File: src/inc/gsm_pkg.sv
package gsm_pkg;
    // Register indices; the byte address is four times the index.
    localparam logic [7:0] IDX_PIN_STATUS_UPPER = 8'h25;
    localparam logic [7:0] IDX_BATTERY_VALUE = 8'h26;
    localparam logic [7:0] IDX_ANALOG_IN_EIGHT_VALUE = 8'h27;
    localparam logic [7:0] IDX_REMOTE_TEMP_ONE_VALUE = 8'h28;
    localparam logic [7:0] IDX_REMOTE_TEMP_TWO_OR_NINE = 8'h29;
    localparam logic [7:0] IDX_STANDBY_RAIL_VALUE = 8'h2a;
    localparam logic [7:0] IDX_MAIN_RAIL_VALUE = 8'h2b;
    localparam logic [7:0] IDX_FIVE_VOLT_VALUE = 8'h2c;
    localparam logic [7:0] IDX_CORE_RAIL_VALUE = 8'h2d;
    localparam logic [7:0] IDX_TWELVE_VOLT_VALUE = 8'h2e;
    localparam logic [7:0] IDX_NEG_TWELVE_VOLT_VALUE = 8'h2f;
    localparam logic [7:0] IDX_PIN_CONFIG_THREE = 8'h08;
    localparam logic [7:0] IDX_PIN_CONFIG_FOUR = 8'h09;
    localparam logic [7:0] IDX_CHANNEL_MODE = 8'h0a;
    // First and last index of the measured-value run.
    localparam logic [7:0] IDX_MEAS_FIRST = IDX_BATTERY_VALUE;
    localparam logic [7:0] IDX_MEAS_LAST = IDX_NEG_TWELVE_VOLT_VALUE;
    localparam int MEAS_COUNT = 10;
    // Slot of the shared remote-two / analog-nine register in the run.
    localparam int SLOT_SHARED = 3;
    // Pin configuration fields: per pin, bit 2k is direction, 2k+1 polarity.
    localparam int CFG_DIR_BIT = 0;
    localparam int CFG_POL_BIT = 1;
    localparam int CHANNEL_MODE_REMOTE_BIT = 0;
    localparam logic [7:0] RESET_PIN_STATUS = 8'h00;
    localparam logic [7:0] RESET_MEAS = 8'h00;
    localparam logic [7:0] RESET_PIN_CONFIG = 8'h00;
    localparam logic [7:0] RESET_CHANNEL_MODE = 8'h00;
    localparam logic [1:0] RESP_OKAY = 2'h0;
    localparam logic [1:0] RESP_SLAVEERROR = 2'h2;
endpackage

File: src/rtl/gsm_regbank.sv
// How it works
// RULE1: An input-configured pin 8 to 15 sets its status bit while it is asserted.
// RULE2: An output-configured pin is asserted whenever software has set its status bit.
// RULE3: Writes reach a status bit only when its pin is an output; input bits ignore writes.
// RULE4: Polarity of pins 8 to 11 comes from bits 1, 3, 5, 7 of pin configuration three.
// RULE5: Polarity of pins 12 to 15 comes from bits 1, 3, 5, 7 of pin configuration four.
// RULE6: Pin 8 to 15 status sits in bits 0 to 7 at index 25h and resets to 00h.
// RULE7: Indices 26h upward hold one read-only 8-bit measured value each, reset 00h.
// RULE8: Index 28h returns the first remote temperature result, read-only.
// RULE9: Index 29h holds remote temperature two or analog input nine, per a mode bit.
// RULE10: Index 2Ah returns the standby rail and 2Bh the main rail, read-only.
// RULE11: A measured value changes only on that channel's conversion strobe; reads change nothing.
//
// Local design decision: the Avalon-MM register port.
`timescale 1ns/1ps
`default_nettype none
module gsm_regbank
(
    input wire logic CLK_I,
    input wire logic RST_I,
    input wire logic [9:0] ADDRESS_I,
    input wire logic READ_I,
    input wire logic WRITE_I,
    input wire logic [31:0] WRITEDATA_I,
    input wire logic [3:0] BYTEENABLE_I,
    output logic [31:0] READDATA_O,
    output logic WAITREQUEST_O,
    output logic [1:0] RESPONSE_O,
    input wire logic [7:0] GP_PIN_I,
    output logic [7:0] GP_PIN_O,
    output logic [7:0] GP_PIN_OE_O,
    input wire logic [9:0] MEAS_VALID_I,
    input wire logic [79:0] MEAS_DATA_I,
    input wire logic ANALOG_NINE_VALID_I,
    input wire logic [7:0] ANALOG_NINE_DATA_I,
    output logic REMOTE_TWO_SEL_O
);
    logic wait_reg;
    logic [31:0] rdata_reg;
    logic [1:0] resp_reg;
    logic [7:0] status_reg;
    logic [7:0] status_next;
    logic [7:0] cfg_three_reg;
    logic [7:0] cfg_four_reg;
    logic [7:0] mode_reg;
    logic [7:0] pin_out_reg;
    logic [7:0] pin_oe_reg;
    logic [7:0] meas_reg [gsm_pkg::MEAS_COUNT];
    logic [7:0] pin_dir;
    logic [7:0] pin_pol;
    logic [7:0] idx;
    logic aligned;
    logic req;
    logic wr_go;
    logic wr_lane0;
    logic hit;
    logic [31:0] rd_mux;
    logic [7:0] slot;
    logic wr_status;
    logic wr_cfg_three;
    logic wr_cfg_four;
    logic wr_mode;

    // The bus carries byte addresses; each register owns one 32-bit word.
    assign idx = ADDRESS_I[9:2];
    // Byte lanes 1 to 3 carry nothing, so only word-aligned addresses decode.
    assign aligned = (ADDRESS_I[1:0] == 2'h0);
    assign req = READ_I | WRITE_I;
    // A write lands on the one edge where the master sees waitrequest low.
    assign wr_go = WRITE_I & ~wait_reg;
    assign wr_lane0 = wr_go & BYTEENABLE_I[0] & aligned;
    assign slot = idx - gsm_pkg::IDX_MEAS_FIRST;
    // Decoded write strobes; a write to any other index is dropped here.
    assign wr_status = wr_lane0 && idx == gsm_pkg::IDX_PIN_STATUS_UPPER;
    assign wr_cfg_three = wr_lane0 && idx == gsm_pkg::IDX_PIN_CONFIG_THREE;
    assign wr_cfg_four = wr_lane0 && idx == gsm_pkg::IDX_PIN_CONFIG_FOUR;
    assign wr_mode = wr_lane0 && idx == gsm_pkg::IDX_CHANNEL_MODE;

    // Unpack direction and polarity for each pin from the two config bytes.
    genvar g;
    generate
        for (g = 0; g < 4; g++)
        begin : g_cfg
            assign pin_dir[g] = cfg_three_reg[2*g + gsm_pkg::CFG_DIR_BIT];
            assign pin_pol[g] = cfg_three_reg[2*g + gsm_pkg::CFG_POL_BIT]; // RULE4
            assign pin_dir[g+4] = cfg_four_reg[2*g + gsm_pkg::CFG_DIR_BIT];
            assign pin_pol[g+4] = cfg_four_reg[2*g + gsm_pkg::CFG_POL_BIT]; // RULE5
        end
    endgenerate

    // Read mux; anything not decoded here reads as zero and answers an error.
    always_comb
    begin
        hit = 1'b0;
        rd_mux = 32'h0000_0000;
        if (!aligned)
        begin
            hit = 1'b0;
        end
        else if (idx == gsm_pkg::IDX_PIN_STATUS_UPPER)
        begin
            hit = 1'b1;
            rd_mux = {24'h00_0000, status_reg}; // RULE6
        end
        else if (idx >= gsm_pkg::IDX_MEAS_FIRST &&
                 idx <= gsm_pkg::IDX_MEAS_LAST)
        begin
            hit = 1'b1;
            // The range test keeps the slot inside the array.
            rd_mux = {24'h00_0000, meas_reg[slot[3:0]]}; // RULE7 RULE8 RULE10
        end
        else if (idx == gsm_pkg::IDX_PIN_CONFIG_THREE)
        begin
            hit = 1'b1;
            rd_mux = {24'h00_0000, cfg_three_reg};
        end
        else if (idx == gsm_pkg::IDX_PIN_CONFIG_FOUR)
        begin
            hit = 1'b1;
            rd_mux = {24'h00_0000, cfg_four_reg};
        end
        else if (idx == gsm_pkg::IDX_CHANNEL_MODE)
        begin
            hit = 1'b1;
            rd_mux = {24'h00_0000, mode_reg};
        end
    end

    // One wait state: waitrequest drops for one cycle after each request.
    // Holding it high in reset keeps a request made then pending.
    always_ff @(posedge CLK_I)
    begin
        if (RST_I)
        begin
            wait_reg <= 1'b1;
        end
        else if (req && wait_reg)
        begin
            wait_reg <= 1'b0;
        end
        else
        begin
            wait_reg <= 1'b1;
        end
    end

    // Read data is captured as waitrequest drops and then stands.
    always_ff @(posedge CLK_I)
    begin
        if (RST_I)
        begin
            rdata_reg <= 32'h0000_0000;
        end
        else if (req && wait_reg)
        begin
            rdata_reg <= READ_I ? rd_mux : 32'h0000_0000; // RULE11
        end
    end

    // Unmapped or misaligned accesses answer with an error, never a hang.
    always_ff @(posedge CLK_I)
    begin
        if (RST_I)
        begin
            resp_reg <= gsm_pkg::RESP_OKAY;
        end
        else if (req && wait_reg)
        begin
            resp_reg <= hit ? gsm_pkg::RESP_OKAY : gsm_pkg::RESP_SLAVEERROR;
        end
    end

    // Direction and polarity move only on a write, so pin roles are stable.
    // Pins 8 to 11 take their role from the third config register.
    always_ff @(posedge CLK_I)
    begin
        if (RST_I)
        begin
            cfg_three_reg <= gsm_pkg::RESET_PIN_CONFIG;
        end
        else if (wr_cfg_three)
        begin
            cfg_three_reg <= WRITEDATA_I[7:0];
        end
    end

    // Pins 12 to 15 take their role from the fourth config register.
    always_ff @(posedge CLK_I)
    begin
        if (RST_I)
        begin
            cfg_four_reg <= gsm_pkg::RESET_PIN_CONFIG;
        end
        else if (wr_cfg_four)
        begin
            cfg_four_reg <= WRITEDATA_I[7:0];
        end
    end

    // Channel mode picks which converter result lands in the shared slot.
    always_ff @(posedge CLK_I)
    begin
        if (RST_I)
        begin
            mode_reg <= gsm_pkg::RESET_CHANNEL_MODE;
        end
        else if (wr_mode)
        begin
            mode_reg <= WRITEDATA_I[7:0];
        end
    end

    // Input bits track the pin every cycle, so a write to them has no effect.
    always_comb
    begin
        for (int i = 0; i < 8; i++)
        begin
            if (!pin_dir[i])
            begin
                status_next[i] = ~(GP_PIN_I[i] ^ pin_pol[i]); // RULE1 RULE3
            end
            else if (wr_status)
            begin
                status_next[i] = WRITEDATA_I[i]; // RULE3
            end
            else
            begin
                status_next[i] = status_reg[i];
            end
        end
    end

    // The status byte is rewritten every cycle: input bits follow the pins
    // and output bits hold until software writes them.
    always_ff @(posedge CLK_I)
    begin
        if (RST_I)
        begin
            status_reg <= gsm_pkg::RESET_PIN_STATUS; // RULE6
        end
        else
        begin
            status_reg <= status_next;
        end
    end

    // Pin drive follows the next status so it lines up with the register.
    // Polarity bit high means active high.
    always_ff @(posedge CLK_I)
    begin
        if (RST_I)
        begin
            pin_out_reg <= 8'h00;
        end
        else
        begin
            pin_out_reg <= ~(status_next ^ pin_pol); // RULE2
        end
    end

    // Reset leaves every pin undriven; the enable lags a direction write
    // by one edge because it is taken from the config register itself.
    always_ff @(posedge CLK_I)
    begin
        if (RST_I)
        begin
            pin_oe_reg <= 8'h00;
        end
        else
        begin
            pin_oe_reg <= pin_dir;
        end
    end

    // The shared slot takes remote two when the mode bit is set, else nine.
    generate
        for (g = 0; g < gsm_pkg::MEAS_COUNT; g++)
        begin : g_meas
            logic upd;
            logic [7:0] val;
            if (g == gsm_pkg::SLOT_SHARED)
            begin : g_shared
                assign upd = mode_reg[gsm_pkg::CHANNEL_MODE_REMOTE_BIT] ?
                             MEAS_VALID_I[g] : ANALOG_NINE_VALID_I; // RULE9
                assign val = mode_reg[gsm_pkg::CHANNEL_MODE_REMOTE_BIT] ?
                             MEAS_DATA_I[8*g +: 8] : ANALOG_NINE_DATA_I;
            end
            else
            begin : g_plain
                assign upd = MEAS_VALID_I[g];
                assign val = MEAS_DATA_I[8*g +: 8];
            end
            always_ff @(posedge CLK_I)
            begin
                if (RST_I)
                begin
                    meas_reg[g] <= gsm_pkg::RESET_MEAS; // RULE7
                end
                else if (upd)
                begin
                    meas_reg[g] <= val; // RULE11
                end
            end
        end
    endgenerate

    // Every output is a flop; no decode logic sits between it and the pin.
    assign READDATA_O = rdata_reg;
    assign WAITREQUEST_O = wait_reg;
    assign RESPONSE_O = resp_reg;
    assign GP_PIN_O = pin_out_reg;
    assign GP_PIN_OE_O = pin_oe_reg;
    assign REMOTE_TWO_SEL_O = mode_reg[gsm_pkg::CHANNEL_MODE_REMOTE_BIT];
endmodule
`default_nettype wire

File: config.mk
export PLATFORM = sky130hd
export DESIGN_NAME = gsm_regbank
export DESIGN_NICKNAME = d
export VERILOG_FILES = /design/src/inc/gsm_pkg.sv /design/src/rtl/gsm_regbank.sv
export SDC_FILE = /design/constraint.sdc
export NUM_CORES = 1
export LEC_CHECK = 0
export ABC_AREA = 1
export BUFFER_PORTS_ARGS = -buffer_cell sky130_fd_sc_hd__buf_2
export CAP_MARGIN = 20
export CORE_MARGIN = 3
export CORE_UTILIZATION = 45
export CTS_BUF_LIST = sky130_fd_sc_hd__clkbuf_8 sky130_fd_sc_hd__clkbuf_16
export CTS_CLUSTER_SIZE = 20
export DETAILED_ROUTE_END_ITERATION = 8
export GPL_TIMING_DRIVEN = 1
export PLACE_DENSITY = 0.71
export SYNTH_ARGS = -nofsm -noshare
export SYNTH_HDL_FRONTEND = slang
export SYNTH_SLANG_ARGS = --single-unit
File: constraint.sdc
create_clock -name CLK_I -period 3.3 [get_ports CLK_I]
set_clock_uncertainty 0.05 [all_clocks]
set_input_delay 0.66 -clock CLK_I [delete_from_list [all_inputs] [get_ports CLK_I]]
set_output_delay 0.66 -clock CLK_I [all_outputs]
set_load 0.05 [all_outputs]
==> results.toml, run 1 <==
[run_status]
status = "completed"

[floorplanning]
dieArea_um2 = 17700
start_util_pct = 46.9
core_um2 = 15500
io-pin-count = 209
die_w_um = 133
die_y_um = 133
num_rows = 45

[yosys]
netlist_area_um2 = 7260
yosysMostFrequentCell = "nand2_1"
ys_ff_latch = 138
synth-async-reset-ratio_pct = 0
yosys_most_used_dff = "edfxtp_1"
synth_commonest_cells = "274 x nand2_1, 183 x inv_1, 140 x nor2_1"
synth-edff-count = 80
ys_seq_area_share_pct = 49.1
synth.area.top_cells = "edfxtp_1 33%, dfxtp_1 16%, nand2_1 14%"
yosysWarnings = 0
synth_top_area_share_pct = 33.1
syn_avg_cell_area_um2 = 7.53
netlist-cell-type-count = 39
yosysTopAreaCell = "edfxtp_1"
syn_inst = 965

[worst_setup_path]
cp.required_ns = 3.60
worstPathMaxFanout = 40
r2r_cells = 11
start_kind = "input port"
setup.worst_path.class = "in2reg"
critPathArrivalTime_ns = 2.56
cp-end-kind = "flip-flop"

[min_path]
min_delay_path_depth = 2
hp-class = "reg2reg"

[drt]
routed_wl_mm = 17.4
drc = 0
drt-initial-drc-count = 431
via_per_inst = 4.60
firstDrtPassIters = 5
ant_nets = 0
vias = 6168
drt-wirelength-per-cell_um = 13.0

[power_and_ir_drop]
pwr_density_cell_nw_per_um2 = 486
leakage_nw = 4.55
peakVddDrop_mv = 0.351
power_mw = 4.21

[clocking]
cts_setup_buffers = 0
h-tree-depth = 4
clock_sinks = 138
insertion_delay_ns = 0.42
ctsHoldBuffers = 0
cts_tree = "done"
ctsResizeCount = 0
root_buffer = "clkbuf_16"
clockBufferDepth = 2
path_clk_slew_ns = 0.06
cts_buffers = 17

[layout]
largest_reg_flops = 80
area_delta_synth_final_pct = 19.2
fill_cells = 1485
drive_above_1_share_pct = 21.2
n_antenna_cell = 0
nets = 1275

[sta]
max_slew_margin_pct = 43.3
rsz0062_at_grt = "no"
finalCriticalPeriod_ns = 2.26
setup_violations = 0
final_hold_viol_count = 0
slew_violations = 0
finalSetupTns_ns = 0
worst-slew-pin-transition_ns = 0.845
setup_slack_ns = 1.04
post-route-period-util_pct = 68.4
max_freq_ghz = 0.443

[flow_run]
max-cap-violations = 0

[placement]
port-buffer-count = 156
dp_hpwl_mm = 12.8
pre_cts_ws_ns = 0.675
place_congestion = 0.865

[global_route]
grt.total_usage_pct = 19.9
overflow = 0
grt_first_pass_wirelength_mm = 27.9
antenna_found_initial = 2
grt_max_degree = 43
grt_pass1_vias = 5802
==> logic make-up after synthesis <==
kind of cell    count (synthesis)  share of synthesized area, %
mux                             1                         0.138
simple gates                  482                          27.6
xor+xnor                        9                          1.19
compound gates                 88                          7.18
flops                         138                          49.1
other cells                     1                        0.0516
fa+ha+maj                       1                         0.172
buf+inv                       245                          14.6
==> where the power goes <==
| group | leakage (nW) | switching, mW | internal (mW) |
|---|---|---|---|
| sequential | 1.33 | 0.0268 | 1.92 |
| clock | 0.278 | 0.724 | 1.01 |
| combinational | 2.94 | 0.364 | 0.163 |
==> path summary, 6_finish.rpt <==
path                                    start             to  slack, ns
worst min register to register  READDATA_O[1]  READDATA_O[1]       0.42
worst max-delay path             ADDRESS_I[2]    mode_reg[3]       1.04
worst max register to register  WAITREQUEST_O    GP_PIN_O[0]       1.49
worst min-delay path            READDATA_O[1]  READDATA_O[1]       0.42
==> cell type report <==
type	count	area, um2	share of cell area, %
Inverter	192	728	8.41
Multi-Input combinational cell	606	2730	31.6
Clock buffer	19	464	5.36
Timing Repair Buffer	162	826	9.54
Tap cell	211	264	3.05
Clock inverter	13	76.3	0.882
Sequential cell	138	3560	41.2
==> metal layers <==
metal  global-route usage (%)  share of wire [%]  vias up
met1                     27.6                 47     2741
met5                        0               0.16        -
met4                     6.87                2.0        4
met2                     30.4                 44      195
li1                         -                  -     3196
met3                     4.90                6.3       32
==> per-stage QoR <==
step	instance area (um2)	util, %	cells	hold WS (ns)
CTS	8650	55.9	1341	0.413
finish	8650	55.9	1341	0.416
floorplan	7350	-	989	0.408
detailed placement	8110	52.4	1309	0.404
global placement	8110	52.4	1309	0.403
global route	8650	55.9	1341	0.442
==> worst max-delay path, cell delays in order <==
cell,delay (ns)
buf_2,0.27
inv_4,0.10
buf_4,0.37
nand2_2,0.08
nor2_2,0.12
nand2_2,0.09
nor3_4,0.51
o21ai_0,0.18
a21oi_1,0.16
==> layout by cell type, fill, tap and decap left out, types with 2 or more instances in the layout <==
cell	Yosys	final
a211oi_1	2	2
a211oi_2	6	6
a21oi_1	45	45
buf_2	8	156
buf_4	28	6
clkbuf_16	0	18
clkinv_2	0	4
clkinv_4	1	2
clkinvlp_4	0	2
conb_1	1	25
dfxtp_1	58	58
edfxtp_1	80	80
inv_1	183	186
inv_2	6	6
inv_4	1	3
nand2_1	274	274
nand2_2	4	4
nand3_1	25	25
nand4_1	9	9
nor2_1	140	140
nor2_2	4	4
nor2_4	2	2
nor2_8	2	2
nor3_1	8	8
o21ai_0	22	22
o21ai_1	5	5
o21ai_2	6	6
or2_2	10	10
xnor2_1	8	8
Note: power is estimated with default switching activity, not from simulation.
==> run 2, diff against run 1 <==
==> constraint.sdc (replaced) <==
create_clock -name CLK_I -period 2.2 [get_ports CLK_I]
set_clock_uncertainty 0.05 [all_clocks]
set_input_delay 0.44 -clock CLK_I [delete_from_list [all_inputs] [get_ports CLK_I]]
set_output_delay 0.44 -clock CLK_I [all_outputs]
set_load 0.05 [all_outputs]
==> results.toml, run 2 (synthesis results as in run 1) <==
[run_status]
status = "completed"

[layout]
n_antenna_cell = 0
fin_area_um2 = 8810
layout_commonest_cell = "nand2_1"
largest_reg_flops = 80
area_delta_synth_final_pct = 21.3
drive_above_1_share_pct = 21.8
nets = 1285
layout_common_cells = "274 x nand2_1, 186 x inv_1, 156 x buf_2, 140 x nor2_1, 80 x edfxtp_1"

[global_route]
top_usage_layer = "met2"
met2_usage_pct = 29.5
grt_use_met3_pct = 4.71
grt.total_usage_pct = 19.9
grt_max_degree = 30
antenna_found_initial = 1
overflow = 0
grt_pass1_vias = 5705
grt_first_pass_wirelength_mm = 27.7
use_met1_pct = 28.1

[power_and_ir_drop]
p_sw_mw = 1.66
power.share.sequential_pct = 44.1
cellInternalPower_mw = 4.96
pwr_density_cell_nw_per_um2 = 751
swShare_pct = 25.1
peakVddDrop_mv = 0.479
leakage_nw = 4.64
p_comb_share_pct = 12.2
clkPwrFrac_pct = 43.7

[placement]
port-buffer-count = 156
place_congestion = 0.934
placed_area_um2 = 8200
dp_hpwl_mm = 13.2

[clocking]
cts_tree = "done"
path_clk_slew_ns = 0.06
insertion_delay_ns = 0.42
ctsResizeCount = 0
h-tree-depth = 4
ctsHoldBuffers = 0
root_buffer = "clkbuf_16"
cts_setup_buffers = 0
cts_buffers = 17
clockBufferDepth = 2
clock_sinks = 138

[drt]
via_per_inst = 4.56
drt-initial-drc-count = 464
ant_nets = 0
vias = 6160
routed_wl_mm = 17.3
firstDrtPassIters = 5
drc = 0
drt-wirelength-per-cell_um = 12.8

[flow_run]
max-cap-violations = 0

[worst_setup_path]
cp-end-kind = "flip-flop"
cp.required_ns = 2.50
cpPeakStageDelay_ns = 0.33
critPathArrivalTime_ns = 2.06
setup.worst_path.class = "reg2reg"
crit_slowest_cell = "dfxtp_1"
worstPathMaxFanout = 9
crit_start = "WAITREQUEST_O"
start_kind = "flip-flop"
reg2reg_from = "WAITREQUEST_O"
cp_cell_sequence = "inv_1 -> nand3_1 -> nor2_4 -> nand3_4 -> clkinv_4 -> nand2_1 -> nand3_1 -> nand2_1 -> inv_1 -> nor2_1 -> nor2_1"

[sta]
final_hold_viol_count = 0
rsz0062_at_grt = "no"
max_freq_ghz = 0.570
slew_violations = 0
finalCriticalPeriod_ns = 1.75
post-route-period-util_pct = 79.7
finalSetupTns_ns = 0
setup_violations = 0

[min_path]
hp-class = "in2reg"
hp-start = "WRITEDATA_I[4]"

[floorplanning]
die_w_um = 133
core_um2 = 15500
num_rows = 45
start_util_pct = 46.9
dieArea_um2 = 17700
die_y_um = 133
io-pin-count = 209
[run 2: changes by cell type in the layout (fill, tap and decap cells not counted), sizes merged]
cell,change
bufinv,+2
clkbuf,+1
clkinvlp,-1
buf,+10
clkinv,-2
[run 2: cell type report]
class	count	area (um2)
Fill cell	1442	6670
Clock inverter	12	119
Multi-Input combinational cell	606	2730
Tap cell	211	264
Timing Repair Buffer	172	913
Inverter	192	728
Sequential cell	138	3560
Clock buffer	20	489
[run 2: layer usage]
layer	routed length, um	vias up
li1	-	3210
met1	7980	2682
met2	7540	236
met3	1440	30
met4	373	2
met5	13	-
[run 2: per-stage QoR]
stage | setup slack, ns | total power, mW | std cells | util [%] | hold slack [ns]
2_1_floorplan | 0.501 | 3.53 | 989 | - | 0.408
3_3_place_gp | 0.224 | 3.76 | 1319 | 53.0 | 0.399
3_5_place_dp | 0.207 | 3.77 | 1319 | 53.0 | 0.406
4_1_cts | 0.460 | 6.66 | 1351 | 56.9 | 0.239
5_1_grt | 0.237 | 6.86 | 1351 | 56.9 | 0.262
6_report | 0.447 | 6.62 | 1351 | 56.9 | 0.258
[run 2: worst max-delay path, delay by kind of cell (launching register included)]
family / cells / cell delay [ns]
flops: 1 / 0.33
buf+inv: 3 / 0.27
simple gates: 8 / 1.04
[run 2: path summary, 6_finish.rpt]
path	depth (start not counted)	endpoint	slack [ns]
min reg2reg	2	READDATA_O[4]	0.41
max	11	GP_PIN_O[4]	0.45
min	3	mode_reg[4]	0.26
max reg2reg	11	GP_PIN_O[4]	0.45
[run 2: power groups by stage]
| stage | Sequential, mW | Combinational, mW | Clock, mW |
|---|---|---|---|
| global route | 2.93 | 0.903 | 3.03 |
| finish | 2.92 | 0.806 | 2.89 |
| global placement | 2.97 | 0.794 | 0 |
| floorplan | 3.00 | 0.531 | 0 |
| CTS | 2.92 | 0.805 | 2.94 |
| detailed placement | 2.97 | 0.801 | 0 |
==> run 3, diff against run 2 <==
--- a/config.mk
+++ b/config.mk
@@ -14,7 +14,7 @@
 export CTS_CLUSTER_SIZE = 20
 export DETAILED_ROUTE_END_ITERATION = 8
 export GPL_TIMING_DRIVEN = 1
-export PLACE_DENSITY = 0.71
+export PLACE_DENSITY = 0.74
 export SYNTH_ARGS = -nofsm -noshare
 export SYNTH_HDL_FRONTEND = slang
 export SYNTH_SLANG_ARGS = --single-unit
==> constraint.sdc (replaced) <==
create_clock -name CLK_I -period 1.6 [get_ports CLK_I]
set_clock_uncertainty 0.05 [all_clocks]
set_input_delay 0.32 -clock CLK_I [delete_from_list [all_inputs] [get_ports CLK_I]]
set_output_delay 0.32 -clock CLK_I [all_outputs]
set_load 0.05 [all_outputs]
==> results.toml, run 3 (synthesis results as in run 1) <==
[min_path]
min_delay_path_depth = 3
hp-class = "in2reg"
hp-start = "WRITEDATA_I[6]"
hold_end = "mode_reg[6]"

[clocking]
cts_buffers = 17
h-tree-depth = 4
cts_tree = "done"
path_clk_slew_ns = 0.06
clock_sinks = 138
root_buffer = "clkbuf_16"
ctsHoldBuffers = 0
insertion_delay_ns = 0.42
clockBufferDepth = 2

[worst_setup_path]
start_kind = "flip-flop"
cp_cell_sequence = "inv_2 -> nand3_4 -> nor2_4 -> nand3_4 -> buf_4 -> nand2_1 -> nand2_1 -> nand2_1 -> o21ai_2 -> nor2_1 -> nor2_1"
timing.rr.end = "GP_PIN_O[3]"
setup.worst_path.class = "reg2reg"
cp-end-kind = "flip-flop"
reg2reg_from = "WAITREQUEST_O"
r2r_cells = 11
worstPathMaxFanout = 5
critPathArrivalTime_ns = 1.77
cp.required_ns = 1.87
reg2reg_slack_ns = 0.09
crit_slowest_cell = "dfxtp_2"
crit_start = "WAITREQUEST_O"
crit_path_frequent_cell = "nand2_1"
cpPeakStageDelay_ns = 0.33

[power_and_ir_drop]
peakVddDrop_mv = 0.697
p_sw_mw = 2.26
cellInternalPower_mw = 6.93
clkPwrFrac_pct = 43.6
pwr_density_cell_nw_per_um2 = 1010
swShare_pct = 24.6
power.share.sequential_pct = 43.7
power_mw = 9.19
leakage_nw = 4.77
p_comb_share_pct = 12.7

[layout]
largest_reg_flops = 80
area_delta_synth_final_pct = 25.2
fin_area_um2 = 9090
final_cells = 1380
final_core_util_pct = 58.7
drive_above_1_share_pct = 24.4
layout_common_cells = "271 x nand2_1, 182 x inv_1, 156 x buf_2, 140 x nor2_1, 80 x edfxtp_1"
fill_cells = 1402
nets = 1313
layout_commonest_cell = "nand2_1"

[sta]
slew_violations = 0
finalCriticalPeriod_ns = 1.51
rsz0062_at_grt = "no"
max_freq_ghz = 0.662
final_hold_viol_count = 0
setup_violations = 0
post-route-period-util_pct = 94.4

[floorplanning]
num_rows = 45
dieArea_um2 = 17700
die_w_um = 133
io-pin-count = 209
start_util_pct = 46.9
die_y_um = 133
core_um2 = 15500

[flow_run]
max-cap-violations = 0

[placement]
placed_area_um2 = 8420
port-buffer-count = 156
dp_hpwl_mm = 13.6
place_congestion = 0.925
dp_cells = 1341

[global_route]
grt.total_usage_pct = 20.3
grt_first_pass_wirelength_mm = 28.2
overflow = 0
grt_max_degree = 30
antenna_found_initial = 2
grt_pass1_vias = 6013

[run_status]
status = "completed"

[drt]
ant_nets = 0
drt-wirelength-per-cell_um = 13.1
vias = 6357
firstDrtPassIters = 5
drc = 0
via_per_inst = 4.61
routed_wl_mm = 18.0
drt-initial-drc-count = 570
==> run 3: area by class of cell <==
cell class / count / area [um2] / area share, %
flip-flops and latches: 138 / 3570 / 39.2
clock buffers: 17 / 425 / 4.68
diodes: 1 / 2.50 / 0.0275
inverters: 192 / 728 / 8.01
clock inverters: 15 / 181 / 2.00
repair inverters: 1 / 5.00 / 0.0550
multi-input cells: 607 / 2760 / 30.4
well taps: 211 / 264 / 2.90
repair buffers: 198 / 1160 / 12.7
==> run 3: through the flow <==
stage               hold WS, ns  setup slack [ns]  TNS [ns]
floorplan                 0.408            0.0215         0
global placement          0.401            -0.168     -2.31
detailed placement        0.407            -0.178     -3.16
CTS                       0.115            0.0142         0
global route              0.152            0.0185         0
finish                    0.142            0.0904         0
==> run 3: power by group through the flow <==
stage | registers (mW) | clock network, mW | logic [mW]
after floorplan | 4.13 | 0 | 0.730
after global placement | 4.09 | 0 | 1.13
after detailed placement | 4.09 | 0 | 1.14
after CTS | 4.02 | 4.06 | 1.15
after global routing | 4.03 | 4.17 | 1.30
final | 4.02 | 4.01 | 1.17
==> run 3: worst max path at each step <==
stage | to | slack, ns | cells past startpoint
CTS | GP_PIN_O[5] | 0.01 | 12
global route | GP_PIN_O[5] | 0.02 | 12
global placement | READDATA_O[2] | -0.17 | 11
floorplan | READDATA_O[6] | 0.02 | 11
finish | GP_PIN_O[3] | 0.09 | 11
detailed placement | READDATA_O[2] | -0.18 | 11
==> run 3: metal layers <==
layer | global-route usage (%) | up-vias | routed length, um
met5 | 0 | - | 13
li1 | - | 3273 | -
met1 | 27.5 | 2795 | 7980
met3 | 4.41 | 28 | 1410
met2 | 32.4 | 259 | 8320
met4 | 6.41 | 2 | 324
==> run 3: worst max-delay path, delay by kind of cell (launching register included) <==
family          cells  cell delay [ns]
simple gates        8             0.71
flops               1             0.33
buf+inv             2             0.24
compound gates      1             0.07
==> run 3: timing repair <==
action	CTS	global route
resized for setup	0	6
endpoints found under the setup margin	0	9
buffers inserted	0	4
